==> src/rtl/dmbia_defs.vh <==
// Address map, field positions and sizes of the data memory addressing block.
`ifndef DMBIA_DEFS_VH
`define DMBIA_DEFS_VH

`define DMBIA_ADDR_PORT0 8'h00
`define DMBIA_ADDR_PTR0 8'h01
`define DMBIA_ADDR_PORT1 8'h02
`define DMBIA_ADDR_PTR1 8'h03
`define DMBIA_ADDR_BANKSEL 8'h04
`define DMBIA_ADDR_WORK 8'h05
`define DMBIA_ADDR_EECTL 8'h40
`define DMBIA_SFR_LAST 8'h3f
`define DMBIA_GP_FIRST 8'h40
`define DMBIA_GP_LAST 8'h9f
`define DMBIA_BANKSEL_BIT 0
`define DMBIA_BANKSEL_RESET 1'b0
`define DMBIA_PTR_RESET 8'h00
`define DMBIA_WORK_RESET 8'h00
`define DMBIA_NULL_DATA 8'h00
`define DMBIA_GP_WORDS 96

`endif

==> src/rtl/dmbia_addr_gen.v <==
// Effective address generator for direct and indirect data memory accesses.
`timescale 1ns/1ns
`default_nettype none
`include "dmbia_defs.vh"

module dmbia_addr_gen
(
    // Requested address and pointer state.
    input wire [7:0] reqAddr,
    input wire [7:0] pointerZero,
    input wire [7:0] pointerOne,
    input wire bankSelectBit,
    // Effective address: bank bit prefixed to an 8-bit location.
    output reg [8:0] effAddr,
    output reg viaPort
);

    // Indirect ports are replaced by their pointer; direct goes to bank 0.
    always @*
    begin
        viaPort = 1'b0;
        effAddr = {1'b0, reqAddr};
        if (reqAddr == `DMBIA_ADDR_PORT0)
        begin
            viaPort = 1'b1;
            effAddr = {1'b0, pointerZero};
        end
        else if (reqAddr == `DMBIA_ADDR_PORT1)
        begin
            viaPort = 1'b1;
            effAddr = {bankSelectBit, pointerOne};
        end
    end

endmodule // dmbia_addr_gen
`default_nettype wire

==> src/rtl/dmbia_core.v <==
// Data memory addressing core: pointers, bank select, work register and RAM decode.
`timescale 1ns/1ns
`default_nettype none
`include "dmbia_defs.vh"

// Summary of operation
// - Indirect ports access location named by pointer.
// - Port zero uses bank 0; port one uses selected bank.
// - Pointer at an indirect port: read 00H, write ignored.
// - Both pointers are plain readable writable 8-bit registers.
// - Direct accesses always go to bank 0.
// - Only bit 0 of bank select chooses bank.
// - Reset clears bank, except watchdog reset while powered down.
// - Addresses 00H-3FH decode identically in both banks.
// - ALU results are written into the work register.
// - Register moves pass through the work register.
// - Indirect effective address is the pointer value, with the bank bit above it on port one.
// - Bank select bit 0 only; bits 7-1 read zero.
// - Address 40H is eeprom control only in bank 1.
module dmbia_core
(
    // Clock, enable and reset.
    input wire sysClk,
    input wire clkEn,
    input wire reset_n,
    // Reset cause: watchdog time-out while in power-down keeps the bank.
    input wire watchdogPowerDownReset,
    // Data memory access from the execution datapath.
    input wire memRd,
    input wire memWr,
    input wire [7:0] memAddr,
    input wire [7:0] memWrData,
    output reg [7:0] memRdData_r,
    // ALU result and work register load.
    input wire aluWr,
    input wire [7:0] aluResult,
    input wire workLoad,
    // External special function registers (06H to 3FH of the shared window).
    input wire [7:0] sfrRdData,
    output reg sfrRd_r,
    output reg sfrWr_r,
    output reg [7:0] sfrAddr_r,
    output reg [7:0] sfrWrData_r,
    // Eeprom control register, reached only in bank 1.
    input wire [7:0] eepromControlRdData,
    output reg eepromControlWr_r,
    output reg [7:0] eepromControlWrData_r,
    // Observed state.
    output reg [7:0] workRegister_r,
    output reg bankSelectBit_r
);

    // Stored pointers, next-state values and write enables.
    reg [7:0] pointerZero_r;
    reg [7:0] pointerOne_r;
    reg [7:0] workRegister_nxt;
    reg [7:0] rdData_nxt;
    reg bankSelectBit_nxt;
    reg [7:0] pointerZero_nxt;
    reg [7:0] pointerOne_nxt;
    reg ramWr;
    reg sfrRd_nxt;
    reg sfrWr_nxt;
    reg eeWr_nxt;
    // Decode of the effective address.
    wire [8:0] effAddr;
    wire viaPort;
    wire [7:0] ramRdData;
    wire [7:0] loc;
    wire bankOne;
    wire isSfr;
    wire isCore;
    wire isGp;
    wire isEeCtl;
    wire portSelf;
    wire [7:0] gpOffset;

    // Resolve the effective address for this access.
    dmbia_addr_gen addrGen
    (
        .reqAddr(memAddr),
        .pointerZero(pointerZero_r),
        .pointerOne(pointerOne_r),
        .bankSelectBit(bankSelectBit_r),
        .effAddr(effAddr),
        .viaPort(viaPort)
    );

    // Location decode; the special function window ignores the bank.
    assign loc = effAddr[7:0];
    assign bankOne = effAddr[8];
    assign isSfr = (loc <= `DMBIA_SFR_LAST);
    assign isCore = (loc <= `DMBIA_ADDR_WORK);
    assign portSelf = viaPort && ((loc == `DMBIA_ADDR_PORT0) || (loc == `DMBIA_ADDR_PORT1));
    assign isEeCtl = bankOne && (loc == `DMBIA_ADDR_EECTL);
    assign isGp = !bankOne && (loc >= `DMBIA_GP_FIRST) && (loc <= `DMBIA_GP_LAST);
    // The offset only matters when isGp is set; other values are never stored.
    assign gpOffset = loc - `DMBIA_GP_FIRST;

    // Bank 0 general purpose RAM.
    dmbia_gp_ram gpRam
    (
        .sysClk(sysClk),
        .clkEn(clkEn),
        .wrEn(ramWr),
        .wrIndex(gpOffset[6:0]),
        .wrData(memWrData),
        .rdIndex(gpOffset[6:0]),
        .rdData(ramRdData)
    );

    // Next-state decode of reads and writes.
    always @*
    begin
        // By default all state holds and no strobe is raised.
        pointerZero_nxt = pointerZero_r;
        pointerOne_nxt = pointerOne_r;
        bankSelectBit_nxt = bankSelectBit_r;
        workRegister_nxt = workRegister_r;
        rdData_nxt = memRdData_r;
        ramWr = 1'b0;
        sfrRd_nxt = 1'b0;
        sfrWr_nxt = 1'b0;
        eeWr_nxt = 1'b0;
        // Reads pick the source of the registered read data.
        if (memRd)
        begin
            // A port aimed at a port wins over every other decode.
            if (portSelf)
            begin
                rdData_nxt = `DMBIA_NULL_DATA;
            end
            else if (isEeCtl)
            begin
                rdData_nxt = eepromControlRdData;
            end
            else if (isSfr)
            begin
                if (loc == `DMBIA_ADDR_PTR0)
                begin
                    rdData_nxt = pointerZero_r;
                end
                else if (loc == `DMBIA_ADDR_PTR1)
                begin
                    rdData_nxt = pointerOne_r;
                end
                else if (loc == `DMBIA_ADDR_BANKSEL)
                begin
                    rdData_nxt = {7'h00, bankSelectBit_r};
                end
                else if (loc == `DMBIA_ADDR_WORK)
                begin
                    rdData_nxt = workRegister_r;
                end
                // Remaining core locations are the ports, which are never storage.
                else if (isCore)
                begin
                    rdData_nxt = `DMBIA_NULL_DATA;
                end
                else
                begin
                    rdData_nxt = sfrRdData;
                    sfrRd_nxt = 1'b1;
                end
            end
            else if (isGp)
            begin
                rdData_nxt = ramRdData;
            end
            else
            begin
                rdData_nxt = `DMBIA_NULL_DATA;
            end
            // A load into the work register is how memory moves start.
            if (workLoad)
            begin
                workRegister_nxt = rdData_nxt;
            end
        end
        // Writes through a port aimed at a port are dropped.
        if (memWr && !portSelf)
        begin
            // Eeprom control exists only behind port one in bank 1.
            if (isEeCtl)
            begin
                eeWr_nxt = 1'b1;
            end
            else if (isSfr)
            begin
                if (loc == `DMBIA_ADDR_PTR0)
                begin
                    pointerZero_nxt = memWrData;
                end
                else if (loc == `DMBIA_ADDR_PTR1)
                begin
                    pointerOne_nxt = memWrData;
                end
                else if (loc == `DMBIA_ADDR_BANKSEL)
                begin
                    bankSelectBit_nxt = memWrData[`DMBIA_BANKSEL_BIT];
                end
                else if (loc == `DMBIA_ADDR_WORK)
                begin
                    workRegister_nxt = memWrData;
                end
                // Ports written directly never land here; the pointer redirects them.
                else if (!isCore)
                begin
                    sfrWr_nxt = 1'b1;
                end
            end
            else if (isGp)
            begin
                ramWr = 1'b1;
            end
        end
        // ALU results land in the work register and win over other loads.
        if (aluWr)
        begin
            workRegister_nxt = aluResult;
        end
    end

    // Bank select: cleared by every reset that reaches reset_n.
    // A watchdog time-out in power-down is delivered without reset_n, so the
    // selected bank survives it; the reset cause input is informative only.
    always @(posedge sysClk or negedge reset_n)
    begin
        if (!reset_n)
        begin
            bankSelectBit_r <= `DMBIA_BANKSEL_RESET;
        end
        else if (clkEn)
        begin
            bankSelectBit_r <= bankSelectBit_nxt;
        end
    end

    // Pointers and work register: plain storage, cleared by the full reset.
    always @(posedge sysClk or negedge reset_n)
    begin
        if (!reset_n)
        begin
            pointerZero_r <= `DMBIA_PTR_RESET;
            pointerOne_r <= `DMBIA_PTR_RESET;
            workRegister_r <= `DMBIA_WORK_RESET;
        end
        else if (clkEn)
        begin
            pointerZero_r <= pointerZero_nxt;
            pointerOne_r <= pointerOne_nxt;
            workRegister_r <= workRegister_nxt;
        end
    end

    // Read data holds between reads so a late consumer still sees it.
    always @(posedge sysClk or negedge reset_n)
    begin
        if (!reset_n)
        begin
            memRdData_r <= `DMBIA_NULL_DATA;
        end
        else if (clkEn)
        begin
            memRdData_r <= rdData_nxt;
        end
    end

    // External register strobes stand for one cycle.
    // Address and data are captured on every enabled cycle.
    always @(posedge sysClk or negedge reset_n)
    begin
        if (!reset_n)
        begin
            sfrRd_r <= 1'b0;
            sfrWr_r <= 1'b0;
            sfrAddr_r <= 8'h00;
            sfrWrData_r <= 8'h00;
        end
        else if (clkEn)
        begin
            sfrRd_r <= sfrRd_nxt;
            sfrWr_r <= sfrWr_nxt;
            sfrAddr_r <= loc;
            sfrWrData_r <= memWrData;
        end
    end

    // Eeprom control strobe and the data it carries.
    always @(posedge sysClk or negedge reset_n)
    begin
        if (!reset_n)
        begin
            eepromControlWr_r <= 1'b0;
            eepromControlWrData_r <= 8'h00;
        end
        else if (clkEn)
        begin
            eepromControlWr_r <= eeWr_nxt;
            eepromControlWrData_r <= memWrData;
        end
    end

endmodule // dmbia_core
`default_nettype wire

==> src/rtl/dmbia_gp_ram.v <==
// General purpose RAM of bank 0: one word array, synchronous write, combinational read.
`timescale 1ns/1ns
`default_nettype none
`include "dmbia_defs.vh"

module dmbia_gp_ram
(
    // Clock.
    input wire sysClk,
    input wire clkEn,
    // Write side.
    input wire wrEn,
    input wire [6:0] wrIndex,
    input wire [7:0] wrData,
    // Read side.
    input wire [6:0] rdIndex,
    output wire [7:0] rdData
);

    reg [7:0] mem [0:`DMBIA_GP_WORDS-1];

    // Store a word when enabled; contents are not reset, as in real RAM.
    always @(posedge sysClk)
    begin
        if (clkEn && wrEn)
        begin
            mem[wrIndex] <= wrData;
        end
    end

    assign rdData = mem[rdIndex];

endmodule // dmbia_gp_ram
`default_nettype wire

==> config.mk <==
export PLATFORM = sky130hd
export DESIGN_NAME = dmbia_core
export DESIGN_NICKNAME = d
export VERILOG_FILES = /design/src/rtl/dmbia_addr_gen.v /design/src/rtl/dmbia_core.v /design/src/rtl/dmbia_gp_ram.v
export VERILOG_INCLUDE_DIRS = /design/src /design/src/rtl
export SDC_FILE = /design/constraint.sdc
export NUM_CORES = 1
export LEC_CHECK = 0
export ABC_AREA = 1
export BUFFER_PORTS_ARGS = -buffer_cell sky130_fd_sc_hd__buf_4
export CAP_MARGIN = 20
export CORE_ASPECT_RATIO = 2
export CORE_UTILIZATION = 40
export CTS_BUF_LIST = sky130_fd_sc_hd__clkbuf_2
export DETAILED_ROUTE_END_ITERATION = 16
export PLACE_DENSITY_LB_ADDON = 0.15
export SLEW_MARGIN = 10
export SYNTH_ARGS = -nofsm -noshare
export SYNTH_HDL_FRONTEND = slang
export SYNTH_SLANG_ARGS = --single-unit
==> constraint.sdc <==
create_clock -name sysClk -period 2.5 [get_ports sysClk]
set_input_delay 0.375 -clock sysClk [delete_from_list [all_inputs] [get_ports sysClk]]
set_output_delay 0.375 -clock sysClk [all_outputs]
set_load 0.02 [all_outputs]
==> run_results.csv, run 1 <==
group,metric,value,unit
status,outcome,"finished with violations",
status,violations,"negative setup slack",
sta,drv_slew,0,
die,die_width,215,µm
synth,yosysTopAreaCell,"edfxtp_1",
clock_network,cts_buffer_depth,3,
clock_network,htreeDepth,4,
sta,setup_viol,789,
power_and_ir_drop,pwr-share-seq,56.6,%
finish,layout.nets,4203,
worst_setup_path,crit_slowest_cell,"dfrtp_1",
power_and_ir_drop,powerDensity,561,nW/µm²
clock_network,path_clk_slew,110,ps
sta,hold_viol,0,
die,start_util,40.5,%
drt,viasPerCell,5.15,
drt,vias,28200,
power_and_ir_drop,pwr-share-comb,12.4,%
place,portBuffers,90,
finish,multiInputGateArea,11400,µm²
synth,synth_cell_types,40,
power_and_ir_drop,power.share.switching,27.8,%
synth,synth_edf_count,768,
synth,ys_async_sr_fraction,6.34,%
synth,synth-adder-area-share,0,%
drt,wirelength,126000,µm
global_route,antenna_found_initial,3,
synth,yosys.area_share.xor_xnor,0,%
worst_setup_path,worstSetupPathType,"reg2reg",
worst_setup_path,worst_path_largest_cell_delay,400,ps
finish,syn_to_final_growth,31.3,%
global_route,grt_max_degree,79,
worst_setup_path,required,3590,ps
worst_setup_path,crit_chain,"nand3_2 -> nand2_8 -> nand2_8 -> buf_12 -> buf_12 -> o2111ai_4 -> nand2_1 -> inv_2 -> nand2_4 -> nor2_4 -> buf_6 -> buf_6 -> nand2_8 -> buf_12 -> nor2_4 -> buf_6",
power_and_ir_drop,ir_drop,0.250,mV
power_and_ir_drop,p_clk_share,31.0,%
die,die_h,428,µm
synth,synth_top_family_by_area,"simple AND/OR/NAND/NOR gates",
finish,nFillCells,8032,
finish,drive_above_1_share,27.1,%
hold_path,hold_class,"in2reg",
synth,synth.yosys.seq_area_share,67.1,%
clock_network,cts.root.buffer_cell,"clkbuf_2",
sta,min_period,2830,ps
die,num_io_pins,92,
job,maxCapViolCount,0,
sta,whs,137,ps
synth,synth_area_leaders,"edfxtp_1 (64%), nand2_1 (12%), nand3_1 (7.2%), dfrtp_1 (3.6%), inv_1 (2.9%)",
worst_setup_path,crit_buf_inv,7,
finish,fin_util,53.2,%
drt,drt-pass1-iter-count,7,
drt,drc,0,
drt,ant_nets,0,
clock_network,cts.sinks,820,
sta,fin_crit_sh,113,%
finish,design_area,47700,µm²
worst_setup_path,worstPathArrival,3920,ps
sta,slew_headroom,20.9,%
drt,drt_iter0_markers,2089,
worst_setup_path,critPathLaunchType,"register",
global_route,grt_util_all_layers,27.4,%
finish,regArea,24400,µm²
synth,synthesis.nets,3580,
place,hpwl,80100,µm
power_and_ir_drop,p_sw,0.00743,W
sta,fin_ws,-330,ps
synth,synthMuxAreaShare,0.0310,%
place,gp_congestion,0.941,
synth,synth_top_area_share,63.5,%
clock_network,numCtsBuffers,177,
die,num_rows,155,
synth,syn-cell-area,36300,µm²
synth,synth-seq-cells,820,
worst_setup_path,r2r_setup_slack,-330,ps
place,place_area,42400,µm²
global_route,grt_pass1_vias,28600,
worst_setup_path,endpoint_kind,"register",
synth,synthFlopType,"edfxtp_1",
synth,yosysWarnings,0,
synth,synth-compound-area-share,3.07,%
die,core,89600,µm²
sta,tightest_slew,1180,ps
drt,routedWlPerCell,23.0,µm
sta,rsz0062_at_grt,"yes",
sta,setup_tns,-172640,ps
die,die_area,92000,µm²
synth,syn_avg_cell_area,10.3,µm²
synth,synthSimpleGateAreaFrac,23.8,%
power_and_ir_drop,p_int,0.0193,W
global_route,grt_pass1_wl,184000,µm
worst_setup_path,cp_top_family,"simple AND/OR/NAND/NOR gates",
clock_network,insertion_delay,1430,ps
sta,fmax,0.353,GHz
sta,skew,65.7,ps
worst_setup_path,cp_max_fo,8,
power_and_ir_drop,p_leak,19.5,nW
global_route,grt-ovfl-total,0,
clock_network,cts_tree,"built",
synth,synth_cells,3532,
## layout make-up
cell class                      count  area share, %
Tap cell                         1177           3.09
Antenna cell                        1        0.00525
Timing Repair Buffer              651           16.0
Clock inverter                     50          0.525
Sequential cell                   820           51.1
Multi-Input combinational cell   2205           24.0
Clock buffer                      265           2.78
Inverter                          300           2.42
## routing by layer
| layer | routed length, µm | GRT usage [%] | up-vias | part of all wire [%] |
|---|---|---|---|---|
| met3 | 5960 | 3.73 | 328 | 4.7 |
| met5 | 14 | 0 | - | 0.011 |
| met1 | 43900 | 28.9 | 13700 | 35 |
| met2 | 67400 | 50.2 | 941 | 54 |
| li1 | - | - | 13200 | - |
| met4 | 8420 | 18.3 | 2 | 6.7 |
## Yosys cell counts, types with 2 or more instances
cell	n
nor2_2	4
nand2_2	8
nor2_4	2
nand3_1	520
buf_6	4
nand2_1	1166
clkinv_1	10
buf_2	112
edfxtp_1	768
o211ai_1	9
nor2_1	182
inv_2	8
dfrtp_1	52
inv_1	280
nand3b_1	89
nand2_4	4
o21ai_1	17
nand3_2	5
o21ai_0	115
buf_1	16
buf_4	24
a21oi_1	60
clkbuf_1	52
nand4_1	9
## power groups by stage
| stage | clock, W | combinational, W | sequential, W |
|---|---|---|---|
| 6_report | 0.00829 | 0.00330 | 0.0151 |
| 5_1_grt | 0.00907 | 0.00350 | 0.0151 |
| 4_1_cts | 0.00855 | 0.00321 | 0.0151 |
| 3_5_place_dp | 0 | 0.00278 | 0.0154 |
| 3_3_place_gp | 0 | 0.00278 | 0.0154 |
| 2_1_floorplan | 0 | 0.00120 | 0.0155 |
## metrics by stage
stage,std cells,power (W),worst slack [ps]
2_1_floorplan,3532,0.0167,-150
3_3_place_gp,4970,0.0182,-1300
3_5_place_dp,4970,0.0182,-1300
4_1_cts,5455,0.0269,-310
5_1_grt,5469,0.0277,-420
6_report,5469,0.0267,-330
## timing repair
item,CTS,global route
buffers inserted,61,16
pin swaps,75,50
endpoints found under the hold margin,1351,0
cloned,12,3
hold buffers,98,0
endpoints found under the setup margin,833,804
gates resized for setup,272,97
## worst reg2reg max path, delay by kind of cell, from the launching register on
kind / cells / cell delay, ps
AOI/OAI and AO/OA: 1 / 80
and+or+nand+nor: 8 / 1070
DFF: 1 / 400
buffers and inverters: 7 / 940
## final timing paths
| check | from | endpoint | cells past startpoint |
|---|---|---|---|
| worst max register to register | pointerOne_r[0] | gpRam.mem[0][1] | 16 |
| max in group asynchronous | reset_n | sfrRd_r | 5 |
| worst min register to register | memRdData_r[3] | memRdData_r[3] | 2 |
| worst max-delay path | pointerOne_r[0] | gpRam.mem[0][1] | 16 |
| worst min-delay path | sfrRdData[6] | memRdData_r[6] | 7 |
| min in group asynchronous | reset_n | bankSelectBit_r | 5 |
## kinds of logic (layout without fill, tap and decap cells)
| family | after synthesis | count (layout) |
|---|---|---|
| DFF | 820 | 820 |
| AOI/OAI and AO/OA | 209 | 209 |
| buffers and inverters | 508 | 1266 |
| muxes | 1 | 1 |
| and+or+nand+nor | 1994 | 1995 |
| other | 0 | 1 |
## state kept, by name, summed over array words and instances, names as in the netlist
name,flops
sfrRd_r,1
pointerOne_r,8
sfrWr_r,1
pointerZero_r,8
eepromControlWr_r,1
gpRam.mem,768
eepromControlWrData_r,8
memRdData_r,8
sfrAddr_r,8
workRegister_r,8
bankSelectBit_r,1
## placed cells by master (no fill, tap or decap), types with 2 or more instances in the layout
cell	synthesis	final
nor2_4	2	104
inv_2	8	10
nand3_4	0	12
nand3_2	5	52
o211ai_1	9	9
a21oi_4	1	2
clkbuf_2	0	265
nand2_8	0	6
nand3_1	520	461
nand2_2	8	73
nand3b_1	89	89
nand2_4	4	18
o21ai_4	1	3
nand2_1	1166	1082
a21oi_2	1	17
inv_4	1	3
buf_4	24	327
a21oi_1	60	43
inv_1	280	278
bufbuf_16	0	3
o21ai_1	17	35
clkbuf_16	0	3
nor2_1	182	68
buf_16	0	16
nand4_1	9	9
clkinv_1	10	47
buf_8	0	11
dlygate4sd3_1	0	92
o21ai_2	1	2
dfrtp_1	52	52
o21ai_0	115	94
bufinv_16	0	2
clkinv_2	1	8
buf_12	0	143
nor2_2	4	16
buf_6	4	56
edfxtp_1	768	768
Power figures use the tool's default switching activity.
==> run 2, diff against run 1 <==
BUFFER_PORTS_ARGS = not set   (was -buffer_cell sky130_fd_sc_hd__buf_4)
DONT_BUFFER_PORTS = 1   (was not set)
==> run 2 against run 1 <==
Critical path type unchanged. Register-to-register slack got worse by 130 ps. The flow still finishes with violations (negative setup slack). Sequential cell count stayed put. Via count is 0.84% lower. First-iteration DRC count shrank 1.9%. Critical endpoint is now workRegister_r[3]. Utilization is 0.49 points lower. Critical path depth grew 7.
==> run_results.csv, run 2 (same netlist as run 1, synthesis figures left out) <==
group,metric,value,unit
status,outcome,"finished with violations",
status,violations,"negative setup slack",
drt,drc,0,
die,start_util,40.5,%
finish,final_common_cell,"nand2_1",
power_and_ir_drop,ir_drop,0.359,mV
die,core,89600,µm²
worst_setup_path,cpMostUsedCell,"nand2_1",
finish,fin_util,52.7,%
sta,fin_crit_sh,118,%
sta,slew_headroom,22.5,%
finish,syn_to_final_growth,30.1,%
place,hpwl,74900,µm
sta,fmax,0.338,GHz
job,maxCapViolCount,0,
global_route,grt-ovfl-total,0,
finish,design_area,47200,µm²
die,num_rows,155,
clock_network,cts_buffer_depth,3,
worst_setup_path,required,3800,ps
global_route,grt_max_degree,99,
finish,layout_common_cells,"nand2_1 (1,061), edfxtp_1 (768), nand3_1 (457)",
clock_network,cts.sinks,820,
global_route,grt_pass1_vias,28600,
sta,fin_ws,-458,ps
sta,skew,84.9,ps
sta,rsz0062_at_grt,"yes",
sta,whs,98.1,ps
worst_setup_path,worstPathArrival,4260,ps
drt,viasPerCell,5.19,
sta,setup_viol,780,
place,gp_congestion,0.878,
place,place_area,41100,µm²
finish,layout.nets,4115,
drt,ant_nets,0,
finish,largest_reg_flops,768,
die,die_area,92000,µm²
finish,largest_register,"gpRam.mem",
worst_setup_path,crit_slowest_cell,"dfrtp_1",
drt,drt-pass1-iter-count,6,
sta,hold_viol,0,
clock_network,cts_tree,"built",
worst_setup_path,cp_top_family,"simple AND/OR/NAND/NOR gates",
clock_network,numCtsBuffers,179,
power_and_ir_drop,powerDensity,570,nW/µm²
clock_network,path_clk_slew,100,ps
die,num_io_pins,92,
worst_setup_path,cp_max_fo,7,
sta,tightest_slew,1160,ps
drt,vias,28000,
sta,min_period,2960,ps
drt,routedWlPerCell,23.3,µm
worst_setup_path,endpoint_kind,"register",
worst_setup_path,worstSetupPathType,"reg2reg",
clock_network,cts.root.buffer_cell,"clkbuf_2",
die,die_h,428,µm
hold_path,hold_class,"in2reg",
global_route,antenna_found_initial,3,
power_and_ir_drop,p_leak,19.0,nW
sta,drv_slew,0,
drt,wirelength,125000,µm
die,die_width,215,µm
worst_setup_path,crit_chain,"nand3_2 -> nand2_8 -> nand2_8 -> buf_12 -> buf_16 -> buf_4 -> nand2_1 -> nand2_1 -> nand2_1 -> nand3_1 -> nand3_2 -> nand2_1 -> nand2_1 -> nand2_2 -> inv_2 -> nand2_2 -> nand2_4 -> nand3_4 -> nand2_4 -> nand3_2 -> nand2_1 -> nand2_1 -> a21oi_1",
worst_setup_path,crit_buf_inv,4,
worst_setup_path,worst_path_largest_cell_delay,420,ps
drt,drt_iter0_markers,2050,
finish,drive_above_1_share,25.8,%
worst_setup_path,critPathLaunchType,"register",
global_route,grt_util_all_layers,27.2,%
global_route,grt_pass1_wl,183000,µm
clock_network,htreeDepth,4,
clock_network,insertion_delay,1460,ps
place,portBuffers,0,
## run 2: worst min-delay path: cells and delay by family
kind                   cells  cell delay [ps]
AOI/OAI and AO/OA          1               70
buffers and inverters      3              880
and+or+nand+nor            1              120
## run 2: area by class of cell
type / instances / area [µm²]
Multi-Input combinational cell: 2206 / 11600
Antenna cell: 1 / 2.50
Clock buffer: 261 / 1310
Tap cell: 1177 / 1470
Sequential cell: 820 / 24400
Inverter: 300 / 1160
Fill cell: 8119 / 42400
Clock inverter: 56 / 322
Timing Repair Buffer: 560 / 7030
## run 2: worst paths after layout
path                                       start                       end  slack, ps  cells after the start
min in group asynchronous                reset_n  eepromControlWrData_r[2]        650                      5
worst max-delay path             pointerOne_r[0]         workRegister_r[3]       -460                     23
max in group asynchronous                reset_n           pointerOne_r[0]       1600                      5
worst min-delay path                       clkEn         eepromControlWr_r        100                      5
worst max register to register   pointerOne_r[0]         workRegister_r[3]       -460                     23
worst min register to register  pointerZero_r[0]          pointerZero_r[0]        530                      2
## run 2: per-layer routing
| layer | global-route usage, % | share of wire, % |
|---|---|---|
| met3 | 3.95 | 4.9 |
| met1 | 28.1 | 34 |
| met4 | 16.9 | 6.4 |
| met5 | 0 | 0 |
| met2 | 51.0 | 54 |
## run 2: power by group
| part | switching, W | total, W | internal, W |
|---|---|---|---|
| combinational | 0.00198 | 0.00317 | 0.00119 |
| sequential | 0.000186 | 0.0153 | 0.0151 |
| clock | 0.00531 | 0.00850 | 0.00319 |
## run 2: timing repair
action / in CTS / in global routing
hold endpoints to repair: 1640 / 718
pin swaps: 68 / 101
setup buffers: 71 / 18
gates resized for setup: 262 / 185
hold buffers: 126 / 1
gates cloned: 19 / 6
endpoints found under the setup margin: 823 / 806
## run 2: per-stage QoR
| stage | power [W] | cells | setup TNS (ps) | setup WS [ps] |
|---|---|---|---|---|
| global route | 0.0279 | 5381 | -185460 | -523 |
| CTS | 0.0270 | 5362 | -122170 | -274 |
| finish | 0.0269 | 5381 | -117410 | -458 |
| floorplan | 0.0167 | 3532 | -71980 | -150 |
| detailed placement | 0.0177 | 4830 | -538920 | -965 |
| global placement | 0.0177 | 4830 | -528910 | -987 |
